$ cat src/pkg/pin_alarm_pkg.sv
// shared constants and carrier types for the pin function and alarm block
`default_nettype none
package pin_alarm_pkg;
    localparam int NUM_CHANNELS = 16;
    localparam int NUM_DIFF_CAPABLE = 4;
    localparam int NUM_REMOTE_PINS = 3;
    localparam int SYNC_STAGES = 3;
    localparam logic [15:0] CHAN_RESET = 16'h0000;
    localparam logic [3:0] DIFF_RESET = 4'h0;
    localparam logic [6:0] ADDR_UPPER_RESET = 7'h00;
    // capability mask: only inputs 0..3 may be paired differentially
    localparam logic [3:0] DIFF_CAPABLE_MASK = 4'hF;

    typedef enum {TRIG_IDLE, TRIG_LOW} trig_state_t;

    // per remote pin: output level and output enable (low = drive low)
    typedef struct packed {
        logic [2:0] gpio_out;
        logic [2:0] gpio_oe_n;
    } gpio_drive_t;

    typedef struct packed {
        logic       spi_cs_n;
        logic       spi_active;
        logic [6:0] i2c_addr;
    } host_select_t;
endpackage
`default_nettype wire

$ cat src/core/pin_function_alarm_trigger.sv
// pin function muxing, alarm driver and conversion trigger detection
`timescale 1ns/100ps
`default_nettype none

// Contract
// alarm pin pulled low while any analog channel is out of range
// each falling trigger edge starts one sampling and conversion
// interface select high: shared pin is the spi chip select
// interface select low: shared pin is i2c address bit zero
// remote one negative pin: diode input when enabled, else gpio
// remote one positive pin: diode input when enabled, else gpio
// remote two negative pin: diode input when enabled, else gpio
// inputs four to fifteen single-ended; only zero to three differential
// board supplies pull-up on remote pins used as gpio outputs
// trigger synchronised, falling edge detected once per edge
module pin_function_alarm_trigger
    import pin_alarm_pkg::*;
(
    // clock and reset
    input wire logic i_clock,
    input wire logic i_rst,
    // alarm
    input wire logic [15:0] i_out_of_range,
    output logic o_alarm_out,
    output logic o_alarm_oe_n,
    // conversion trigger
    input wire logic i_conversion_trigger_n,
    output logic o_convert_start,
    // interface selection
    input wire logic i_spi_select,
    input wire logic i_select_or_addr_bit0,
    input wire logic [6:0] i_addr_upper,
    output logic o_spi_cs_n,
    output logic o_spi_active,
    output logic [6:0] o_i2c_addr,
    // remote sensor pins (order: remote1 neg, remote1 pos, remote2 neg)
    input wire logic i_remote_sensor_one_en,
    input wire logic i_remote_sensor_two_en,
    input wire logic [2:0] i_gpio_out,
    input wire logic [2:0] i_remote_pin_in,
    output logic [2:0] o_remote_pin_out,
    output logic [2:0] o_remote_pin_oe_n,
    output logic [2:0] o_gpio_in,
    output logic [2:0] o_diode_connect,
    // analog input configuration
    input wire logic [3:0] i_diff_request,
    output logic [15:0] o_analog_inputs_diff
);

    // ------------------------------------------------------------
    // synchronisers
    // ------------------------------------------------------------
    logic [2:0] trig_sync_r;
    logic [2:0] sel_sync_r;
    logic [2:0] cs_sync_r;
    logic [2:0] pin0_sync_r;
    logic [2:0] pin1_sync_r;
    logic [2:0] pin2_sync_r;
    logic spi_sel_r;
    logic cs_level_r;
    logic [2:0] pin_level_r;

    function automatic logic settle(input logic [2:0] s, input logic held);
        settle = (s[1] == s[2]) ? s[2] : held;
    endfunction

    // trigger synchroniser chain
    always_ff @(posedge i_clock or posedge i_rst) begin
        if (i_rst) begin
            trig_sync_r <= 3'h7;
        end else begin
            trig_sync_r <= {trig_sync_r[1:0], i_conversion_trigger_n};
        end
    end

    always_ff @(posedge i_clock or posedge i_rst) begin
        if (i_rst) begin
            sel_sync_r <= 3'h0;
            cs_sync_r <= 3'h7;
            pin0_sync_r <= 3'h7;
            pin1_sync_r <= 3'h7;
            pin2_sync_r <= 3'h7;
            spi_sel_r <= 1'b0;
            cs_level_r <= 1'b1;
            pin_level_r <= 3'h7;
        end else begin
            sel_sync_r <= {sel_sync_r[1:0], i_spi_select};
            cs_sync_r <= {cs_sync_r[1:0], i_select_or_addr_bit0};
            pin0_sync_r <= {pin0_sync_r[1:0], i_remote_pin_in[0]};
            pin1_sync_r <= {pin1_sync_r[1:0], i_remote_pin_in[1]};
            pin2_sync_r <= {pin2_sync_r[1:0], i_remote_pin_in[2]};
            spi_sel_r <= settle(sel_sync_r, spi_sel_r);
            cs_level_r <= settle(cs_sync_r, cs_level_r);
            pin_level_r <= {settle(pin2_sync_r, pin_level_r[2]),
                            settle(pin1_sync_r, pin_level_r[1]),
                            settle(pin0_sync_r, pin_level_r[0])};
        end
    end

    // ------------------------------------------------------------
    // conversion trigger
    // ------------------------------------------------------------
    trig_state_t trig_state_r;
    logic trig_fall;
    assign trig_fall = (trig_sync_r[1] == 1'b0) && (trig_sync_r[2] == 1'b0);

    // one start per falling edge
    always_ff @(posedge i_clock or posedge i_rst) begin
        if (i_rst) begin
            trig_state_r <= TRIG_IDLE;
            o_convert_start <= 1'b0;
        end else begin
            o_convert_start <= 1'b0;
            case (trig_state_r)
                TRIG_IDLE: begin
                    if (trig_fall) begin
                        trig_state_r <= TRIG_LOW;
                        o_convert_start <= 1'b1;
                    end
                end
                TRIG_LOW: begin
                    if (trig_sync_r[1] && trig_sync_r[2]) begin
                        trig_state_r <= TRIG_IDLE;
                    end
                end
                default: begin
                    trig_state_r <= TRIG_IDLE;
                end
            endcase
        end
    end

    // ------------------------------------------------------------
    // alarm
    // ------------------------------------------------------------
    // open drain alarm
    always_ff @(posedge i_clock or posedge i_rst) begin
        if (i_rst) begin
            o_alarm_out <= 1'b0;
            o_alarm_oe_n <= 1'b1;
        end else begin
            o_alarm_out <= 1'b0;
            o_alarm_oe_n <= ~(|i_out_of_range);
        end
    end

    // ------------------------------------------------------------
    // interface select
    // ------------------------------------------------------------
    host_select_t host_nxt;
    always_comb begin
        host_nxt.spi_active = spi_sel_r;
        // spi chip select
        host_nxt.spi_cs_n = spi_sel_r ? cs_level_r : 1'b1;
        // i2c address bit
        host_nxt.i2c_addr = {i_addr_upper[6:1], spi_sel_r ? 1'b0 : cs_level_r};
    end

    always_ff @(posedge i_clock or posedge i_rst) begin
        if (i_rst) begin
            o_spi_cs_n <= 1'b1;
            o_spi_active <= 1'b0;
            o_i2c_addr <= ADDR_UPPER_RESET;
        end else begin
            o_spi_cs_n <= host_nxt.spi_cs_n;
            o_spi_active <= host_nxt.spi_active;
            o_i2c_addr <= host_nxt.i2c_addr;
        end
    end

    // ------------------------------------------------------------
    // remote sensor pins
    // ------------------------------------------------------------
    logic [2:0] sensor_en;
    gpio_drive_t drive_nxt;
    assign sensor_en = {i_remote_sensor_two_en, i_remote_sensor_one_en, i_remote_sensor_one_en};

    always_comb begin
        // diode pin or gpio; R9 pin drives low only, pull-up external
        drive_nxt.gpio_out = 3'h0;
        drive_nxt.gpio_oe_n = sensor_en | i_gpio_out;
    end

    always_ff @(posedge i_clock or posedge i_rst) begin
        if (i_rst) begin
            o_remote_pin_out <= 3'h0;
            o_remote_pin_oe_n <= 3'h7;
            o_gpio_in <= 3'h7;
            o_diode_connect <= 3'h0;
        end else begin
            o_remote_pin_out <= drive_nxt.gpio_out;
            o_remote_pin_oe_n <= drive_nxt.gpio_oe_n;
            o_gpio_in <= pin_level_r | sensor_en;
            o_diode_connect <= sensor_en;
        end
    end

    // ------------------------------------------------------------
    // analog input mode
    // ------------------------------------------------------------
    // only low four inputs may be differential
    always_ff @(posedge i_clock or posedge i_rst) begin
        if (i_rst) begin
            o_analog_inputs_diff <= CHAN_RESET;
        end else begin
            o_analog_inputs_diff <= {12'h000, i_diff_request & DIFF_CAPABLE_MASK};
        end
    end

    // ------------------------------------------------------------
    // assertions
    // ------------------------------------------------------------
    a_alarm_follows: assert property (@(posedge i_clock) disable iff (i_rst)
        (|i_out_of_range) |=> !o_alarm_oe_n) else $error("alarm not driven low");
    a_alarm_release: assert property (@(posedge i_clock) disable iff (i_rst)
        !(|i_out_of_range) |=> o_alarm_oe_n) else $error("alarm not released");
    a_start_edge: assert property (@(posedge i_clock) disable iff (i_rst)
        ($fell(trig_sync_r[2]) && !trig_sync_r[1] && trig_state_r == TRIG_IDLE) |=> o_convert_start)
        else $error("missed conversion start");
    a_start_single: assert property (@(posedge i_clock) disable iff (i_rst)
        o_convert_start |=> !o_convert_start) else $error("start longer than one cycle");
    a_start_cause: assert property (@(posedge i_clock) disable iff (i_rst)
        o_convert_start |-> !$past(trig_sync_r[2])) else $error("start without low trigger");
    a_cs_spi_mode: assert property (@(posedge i_clock) disable iff (i_rst)
        !spi_sel_r |=> o_spi_cs_n) else $error("chip select active in i2c mode");
    a_addr_bit: assert property (@(posedge i_clock) disable iff (i_rst)
        !spi_sel_r |=> o_i2c_addr[0] == $past(cs_level_r)) else $error("address bit wrong");
    a_remote1_neg: assert property (@(posedge i_clock) disable iff (i_rst)
        i_remote_sensor_one_en |=> o_remote_pin_oe_n[0] && o_diode_connect[0]) else $error("remote1 neg driven");
    a_remote1_pos: assert property (@(posedge i_clock) disable iff (i_rst)
        i_remote_sensor_one_en |=> o_remote_pin_oe_n[1] && o_diode_connect[1]) else $error("remote1 pos driven");
    a_remote2_neg: assert property (@(posedge i_clock) disable iff (i_rst)
        (!i_remote_sensor_two_en && !i_gpio_out[2]) |=> !o_remote_pin_oe_n[2]) else $error("gpio low not driven");
    a_single_ended: assert property (@(posedge i_clock) disable iff (i_rst)
        o_analog_inputs_diff[15:4] == 12'h000) else $error("high input marked differential");

    c_conversion: cover property (@(posedge i_clock) disable iff (i_rst) o_convert_start);
    c_alarm: cover property (@(posedge i_clock) disable iff (i_rst) !o_alarm_oe_n);
    c_spi_select: cover property (@(posedge i_clock) disable iff (i_rst) o_spi_active && !o_spi_cs_n);
    c_gpio_drive: cover property (@(posedge i_clock) disable iff (i_rst) !o_remote_pin_oe_n[0]);

endmodule // pin_function_alarm_trigger
`default_nettype wire

$ cat config.mk
export PLATFORM = sky130hd
export DESIGN_NAME = pin_function_alarm_trigger
export DESIGN_NICKNAME = d
export VERILOG_FILES = /design/src/pkg/pin_alarm_pkg.sv /design/src/core/pin_function_alarm_trigger.sv
export SDC_FILE = /design/constraint.sdc
export NUM_CORES = 1
export LEC_CHECK = 0
export ABC_AREA = 1
export BUFFER_PORTS_ARGS = -buffer_cell sky130_fd_sc_hd__buf_2
export CAP_MARGIN = 20
export CORE_MARGIN = 5
export CORE_UTILIZATION = 40
export DETAILED_ROUTE_END_ITERATION = 7
export PLACE_DENSITY = 0.79
export SETUP_SLACK_MARGIN = 0.05
export SYNTH_ARGS = -nofsm -noshare
export SYNTH_HDL_FRONTEND = slang
export SYNTH_SLANG_ARGS = --single-unit
$ cat constraint.sdc
create_clock -name i_clock -period 3.2 [get_ports i_clock]
set_input_delay 0.16 -clock i_clock [delete_from_list [all_inputs] [get_ports i_clock]]
set_output_delay 0.16 -clock i_clock [all_outputs]
set_load 0.01 [all_outputs]
Word level (Yosys, flattened, before mapping) --
Index checks and enable logic that the tools add are counted. Widths: inputs -> output; s select.
Word-level totals: output and inout port bits 40, input port bits 40, register bits 79
Operators by class: mux-type cells 7, bitwise logic cells 5, eq/ne operators 8, reduce and logical (&&, ||, !) cells 5
Operator list (number):
- $mux 32 | 2
- $pmux 32 s2 | 1
- $eq 32x1->1 const B | 1
- $logic_not 32->1 | 1
- $reduce_or 16->1 | 1
- $or 3x3->3 | 2
- $eq 1x1->1 | 5
- $mux 1 | 4
- $ne 2x2->1 const B | 2
- $not 1->1 | 3
- $logic_and 1x1->1 | 2
- $reduce_and 2->1 | 1

Longest topological paths before layout --
Gate-level depths: netlist of the first run.
depth in word-level cells 4, gate-level depth with buffers 5

Least setup slack after synthesis of the first run --
Ideal clock, no wire load.
kind register to register, start point register, netlist name spi_sel_r, end point register spi_sel_r, clock period less this slack 0.802 ns, stages on the path, launching flop included 2, slack 2.398 ns, path buffers 0, setup time 0.126 ns, arrival time 0.676 ns, required time 3.074 ns, path through dfrtp_1 -> maj3_2
RTL lines:
- end signal, assigned | RTL line pin_function_alarm_trigger.sv:92 | spi_sel_r <= settle(sel_sync_r, spi_sel_r);
- end, declared | RTL line pin_function_alarm_trigger.sv:59 | logic spi_sel_r;

Worst setup path in the final report of the first run --
start point register o_alarm_oe_n, end point output o_alarm_oe_n
RTL lines:
- start, declared | RTL line pin_function_alarm_trigger.sv:25 | output logic o_alarm_oe_n,
- start signal, assigned | RTL line pin_function_alarm_trigger.sv:143 | o_alarm_oe_n <= ~(|i_out_of_range);
No word-level cell between the ends.

==> results of run 1 <==
==> cells in the mapped netlist <==
cell type and count:
nand2_1 9, inv_1 14, nor2_1 9, or2_2 6
a21oi_1 1, dfstp_2 27, and2_1 1, maj3_2 5
dfrtp_1 20, conb_1 1, buf_4 17, nor3_1 1
==> metal layers <==
layer / vias to the layer above / part of all wire (%) / GRT usage [%]
met2: 51 / 51 / 19.4
met5: - / 0 / 0
li1: 463 / - / -
met1: 461 / 37 / 12.0
met4: 0 / 0.99 / 5.53
met3: 5 / 11 / 5.23
==> registers in the layout, summed over array words and instances, names as in the netlist, 2 cells and up <==
register,count
cs_sync_r,3
o_analog_inputs_diff,4
o_diode_connect,2
o_gpio_in,3
o_i2c_addr,7
o_remote_pin_oe_n,3
pin0_sync_r,3
pin1_sync_r,3
pin2_sync_r,3
pin_level_r,3
sel_sync_r,3
trig_sync_r,3
==> report_power, final <==
group / switching, W / internal [W]
combinational: 0.0000533 / 0.0000554
clock: 0.000197 / 0.000237
sequential: 0.0000138 / 0.000646
==> cell type report <==
type                    count  share of cell area (%)
flip-flops and latches     47                    55.8
clock buffers               5                    3.18
inverters                  14                    2.42
clock inverters             3                    2.19
well taps                  48                    2.77
repair buffers             80                    22.6
multi-input cells          48                    11.0
==> cells by family after synthesis <==
kind of cell | count (synthesis)
simple gates | 26
buf+inv | 31
other cells | 1
compound gates | 1
flops | 47
fa+ha+maj | 5
==> per-stage QoR <==
stage	hold WS, ns	setup WS [ns]	power (W)	instance area, um2	instances
2_1_floorplan	0.164	1.97	0.000730	1630	126
3_3_place_gp	0.266	2.21	0.000759	1870	219
3_5_place_dp	0.268	2.17	0.000764	1870	219
4_1_cts	0.00563	2.08	0.00122	2160	244
5_1_grt	0.0353	2.06	0.00126	2170	245
6_report	0.0485	2.10	0.00120	2170	245
==> worst max-delay path by stage <==
stage	startpoint	endpoint	slack [ns]	depth (start not counted)
after CTS	o_alarm_oe_n$_DFF_PP1_	o_alarm_oe_n	2.08	1
after global routing	o_alarm_oe_n$_DFF_PP1_	o_alarm_oe_n	2.06	1
after detailed placement	i_rst	o_i2c_addr[2]$_DFF_PP0_	2.17	2
after floorplan	i_rst	o_analog_inputs_diff[0]$_DFF_PP0_	1.97	1
after global placement	i_rst	o_diode_connect[2]$_DFF_PP0_	2.21	2
final	o_alarm_oe_n$_DFF_PP1_	o_alarm_oe_n	2.10	1
==> results by group, run 1 <==
Floorplanning
  • # IOs: 80
  • Core area: 0.00374 mm2
  • Die Area: 0.00528 mm2
  • Row Count: 22
  • Starting density of the core: a little over two fifths
  • Die width: 72.7 um
  • Die Ht: 72.7 um

Final layout
  • Final Util: between 50% and 60%
  • Commonest non-fill, non-tap cell in the layout: buf_2
  • Layout cells sized above 1: between 50% and 60%
  • Area Overhead vs Synth: 37.9%
  • Fill cell count: approximately 320
  • Layout Nets: about 240
  • Most frequent cells in the layout: buf_2, dfstp_2, dfrtp_1
  • Multi-input logic area: 238 um2
  • Register area: 0.00121 mm2
  • Ant. Diodes: 0

Synthesis
  • Compound-gate portion of the synthesized area: 0.318%
  • Share of the synthesized area in the top cell type: between 40% and 50%
  • Post-Syn Instances: 111
  • Xor and xnor area share after synthesis: 0%
  • Yosys top cell by area: dfstp_2
  • Synthesis-stage register bit count: 47
  • Top cells by area, synth: dfstp_2, dfrtp_1, buf_4, maj3_2, inv_1
  • Adder-Cell Fraction of Synth Area: 3.58%
  • Combinational family with the most area after synthesis: buffers and inverters
  • Mux contribution to synthesized area: 0%
  • Synth Area per Inst: 14.2 um2
  • Simple-gate portion of the synthesized area: 7.40%
  • Ys Warns: 0
  • Cell Area, Synth: 0.00157 mm2
  • Yosys cell types: 12
  • Sequential share of the synthesized area: 77.0%

GRT
  • Vias in the first global route: 1044
  • First-pass GRT wire length: 4540 um
  • All-Layer GR Usage: 11.5%
  • Largest net degree at the start of global routing: 48
  • GRT overflow: 0
  • Initial antenna violation count: 0

Power and ir drop
  • Leak: approximately 1.1 nW
  • Pwr Density: 554 mW/mm2
  • Worst VDD drop: a little over 0.3 mV

Timing
  • Pins Over Slew Limit: 0
  • Slew HR: between 30% and 40%
  • RSZ-0062 raised after global routing: false
  • Maximum clock rate: 908 MHz
  • Final period util: 34.4%
  • Final hold vios: 0
  • Crit path time final: 1.10 ns
  • Setup TNS Final: 0 ns
  • Measured slew at the worst slew-check pin: 0.907 ns
  • Layout Skew: 0.00352 ns
  • Setup-failing EPs final: 0

CTS
  • CTS resizes: 0
  • Clk sink count: 47
  • Worst-Skew Late Latency: 0.29 ns
  • CTS root buf: clkbuf_8
  • Cts hold-fix bufs: 17
  • Post CTS Setup Buffer Count: 0
  • CTS tree: yes
  • CTS buffer count: 5
  • H-tree Lvls: 2
  • Clk buf depth: 2
  • Clk slew on worst S/H paths: about 0.090 ns

Routing
  • Vias per cell: 4.00
  • DRT Pass-1 Iters: 2
  • Wirelength per Cell: 11.2 um
  • Vias post-DR: 980
  • Drt initial violations: 47
  • Drt drc: 0
  • Antenna Violating Nets Remaining: 0
  • Final WL: roughly 2700 um

Setup path
  • Worst path cell trace: buf_2
  • Delay of the slowest critical-path stage: 0.52 ns
  • R2R depth: 3
  • Critical path class: flop to output port
  • FF-to-FF Start: trig_sync_r[1]$_DFF_PP1_
  • Critical Path Slowest Stage Cell: dfstp_2
  • CP startpoint kind: flop
  • WP buf/inv: 1
  • Worst Path Max Fanout: 1
  • Reg-to-Reg End: trig_state_r[0]$_DFFE_PP0P_
  • CP Capture Type: output port
  • Arrival time at the worst endpoint: between 0.9 and 1 ns
  • WP data required: 3.04 ns
  • FF-to-FF setup slack: 2.36 ns
  • Delay-heaviest family, CP: flip-flops

Place
  • Port bufs: between 60 and 70
  • Placer Congestion: 0.744
  • Detail Placement HPWL: ~1800 um

Run status
  • Status: completed

Flow run
  • Max-capacitance violation count: 0

Hold path
  • Worst min path class: primary input to async pin
Power figures use the tool's default switching activity.
==> run 2, diff against run 1 <==
- PLACE_DENSITY: 0.79 -> 0.82
- clock period: 3.2 -> 0.9 ns (I/O delays scaled with it)
==> run 2 against run 1 <==
Compared with the run above:
- the run now ends with setup timing left
- worst setup slack got worse by 2.2 ns
- global-route usage decreased by 0.074 points
- routed wire length up 1.6%
- register-to-register slack got worse by 2.3 ns
- critical endpoint is now o_gpio_in[1]
- clock skew shrank 0.00091 ns
- combinational power grew to 4.1 times the previous value
- sequential power rose to 3.6 times the previous value
- utilization grew 2.4 points
==> results by group, run 2 (synthesized netlist as in run 1, its figures left out) <==
Routing
  • Antenna Violating Nets Remaining: 0 (unchanged)
  • DRT Pass-1 Iters: 4 (+2)
  • Wirelength per Cell: 11.1 um (-0.39%)
  • Vias per cell: 3.96 (-1.0%)
  • Drt initial violations: 40 (-15%)
  • Vias post-DR: 990 (+1.0%)
  • Drt drc: 0 (unchanged)
  • Final WL: 2790 um (+1.6%)

Timing
  • Final hold vios: 0 (unchanged)
  • Crit path time final: 0.953 ns
  • Final Worst Setup Slack: -0.0532 ns (-2.15 ns)
  • Layout Skew: 0.00261 ns (-0.000908 ns)
  • Pins Over Slew Limit: 0 (unchanged)
  • Setup-failing EPs final: 8 (+8)
  • Maximum clock rate: around 1000 MHz
  • Final period util: 106%
  • RSZ-0062 raised after global routing: true

Final layout
  • Layout Nets: 241 (+2.1%)
  • Commonest non-fill, non-tap cell in the layout: buf_2
  • Number of flip-flops in the largest register: 7 (unchanged)
  • Top flop regs: o_i2c_addr x7, o_analog_inputs_diff x4
  • Area Overhead vs Synth: 43.7%
  • Ant. Diodes: 0 (unchanged)
  • Largest register by flop count: o_i2c_addr
  • Final Util: 60.3% (+2.4 points)
  • Most frequent cells in the layout: buf_2, dfstp_2, dlygate4sd3_1
  • Layout cells sized above 1: 53.5% (-1.9 points)
  • Fin area: 0.00226 mm2 (+4.2%)

Setup path
  • FF-to-FF Start: trig_sync_r[1]$_DFF_PP1_
  • Critical Path Slowest Stage Cell: dfstp_2
  • Critical path class: flop to output port
  • Delay-heaviest family, CP: flip-flops
  • R2R depth: 3 (unchanged)
  • WP data required: 0.85 ns (-2.19 ns)
  • FF-to-FF setup slack: 0.06 ns (-2.30 ns)
  • CP Capture Type: output port
  • Delay of the slowest critical-path stage: 0.53 ns (about the same)
  • Crit. Startpoint: o_gpio_in[1]$_DFF_PP1_
  • Worst path cell trace: buf_6
  • Arrival time at the worst endpoint: 0.91 ns (-0.03 ns)
  • CP startpoint kind: flop
  • Reg-to-Reg End: trig_state_r[0]$_DFFE_PP0P_
  • Stages on worst setup path: 1 (unchanged)
  • WP buf/inv: 1 (unchanged)
  • Worst Path Max Fanout: 1 (unchanged)

GRT
  • Vias in the first global route: 1077 (+3.2%)
  • Initial antenna violation count: 0 (unchanged)
  • Largest net degree at the start of global routing: 48 (unchanged)
  • All-Layer GR Usage: 11.4% (-0.074 points)
  • First-pass GRT wire length: 4550 um (+0.15%)
  • GRT overflow: 0 (unchanged)

CTS
  • Post CTS Setup Buffer Count: 0 (unchanged)
  • Clk buf depth: 2 (unchanged)
  • H-tree Lvls: 2 (unchanged)
  • CTS tree: yes
  • CTS buffer count: 5 (unchanged)
  • Clk slew on worst S/H paths: 0.08 ns (about the same)
  • Worst-Skew Late Latency: 0.28 ns (about the same)
  • Clk sink count: 47 (unchanged)
  • CTS root buf: clkbuf_8

Hold path
  • Worst min path class: primary input to flop
  • Hold path depth: 6
  • Hold_sp: i_out_of_range[7]
  • WHS Endpoint: o_alarm_oe_n$_DFF_PP1_

Floorplanning
  • Core area: 0.00374 mm2 (unchanged)
  • Die width: 72.7 um (unchanged)
  • Row Count: 22 (unchanged)
  • # IOs: 80 (unchanged)
  • Die Ht: 72.7 um (unchanged)
  • Starting density of the core: 42.0% (unchanged)
  • Die Area: 0.00528 mm2 (unchanged)

Place
  • Detail Placement HPWL: 1900 um (+3.5%)
  • Placer Congestion: 0.713 (-4.2%)
  • Port bufs: 62 (unchanged)
  • Post-placement cell area: 0.00189 mm2 (+1.3%)

Run status
  • Failing checks: setup timing
  • Status: complete, but fails checks

Flow run
  • Max-capacitance violation count: 0 (unchanged)

Power and ir drop
  • Leak: 1.12 nW (+2.7%)
  • Worst VDD drop: 0.830 mV (+170%)
  • Pwr Density: 1750 mW/mm2 (+220%)
run 2: changes by cell type in the layout (fill, tap and decap cells not counted), sizes merged:
cell / delta
buf: +1
clkinvlp: +1
dlygate4sd3: +4
clkbuf: +2
inv: -2
bufinv: -1
run 2: power by group:
part,switching (W),leakage [nW],internal [W]
clock network,0.000609,0.0422,0.000545
logic,0.000194,0.554,0.000248
registers,0.0000560,0.520,0.00230
total,0.000859,1.12,0.00309
run 2: routing by layer:
metal | routed length (um) | vias up | GRT usage, %
li1 | - | 472 | -
met1 | 971 | 460 | 10.8
met2 | 1530 | 53 | 21.7
met3 | 249 | 5 | 4.41
met5 | 0 | - | 0
met4 | 34 | 0 | 4.30
run 2: final cells by class:
class	count	area (um2)
Clock buffer	7	76.3
Clock inverter	1	5.00
Fill cell	304	1490
Inverter	14	56.3
Multi-Input combinational cell	48	238
Sequential cell	47	1210
Tap cell	48	60.1
Timing Repair Buffer	85	613
run 2: worst register-to-register path: stages (launching register included):
cell	delay, ns
dfstp_2	0.56
nor2_1	0.04
nor2_1	0.08
a21oi_1	0.05
run 2: worst max-delay path by stage:
stage                                  to  slack (ns)
floorplan           spi_sel_r$_DFFE_PP0N_         0.1
global placement    spi_sel_r$_DFFE_PP0N_        0.09
detailed placement  spi_sel_r$_DFFE_PP0N_        0.06
CTS                          o_gpio_in[1]       -0.07
global route                 o_gpio_in[2]        -0.1
finish                       o_gpio_in[1]       -0.05
run 2: through the flow:
| step | worst slack (ns) | hold WS [ns] | total power, W | cells | setup TNS (ns) |
|---|---|---|---|---|---|
| after floorplan | 0.0982 | 0.0495 | 0.00260 | 126 | 0 |
| after global placement | 0.0876 | 0.116 | 0.00271 | 220 | 0 |
| after detailed placement | 0.0589 | 0.129 | 0.00273 | 220 | 0 |
| after CTS | -0.0723 | 0.0124 | 0.00401 | 250 | -0.542 |
| after global routing | -0.0978 | 0.0291 | 0.00416 | 250 | -0.720 |
| final | -0.0532 | 0.0206 | 0.00395 | 250 | -0.404 |
run 2: what timing repair did:
item / in CTS / in global routing
endpoints found under the setup margin: 14 / 26
pin swaps: 0 / 1
hold buffers: 22 / 0
resized for setup: 8 / 2
cloned: 0 / 0
endpoints found under the hold margin: 43 / 0
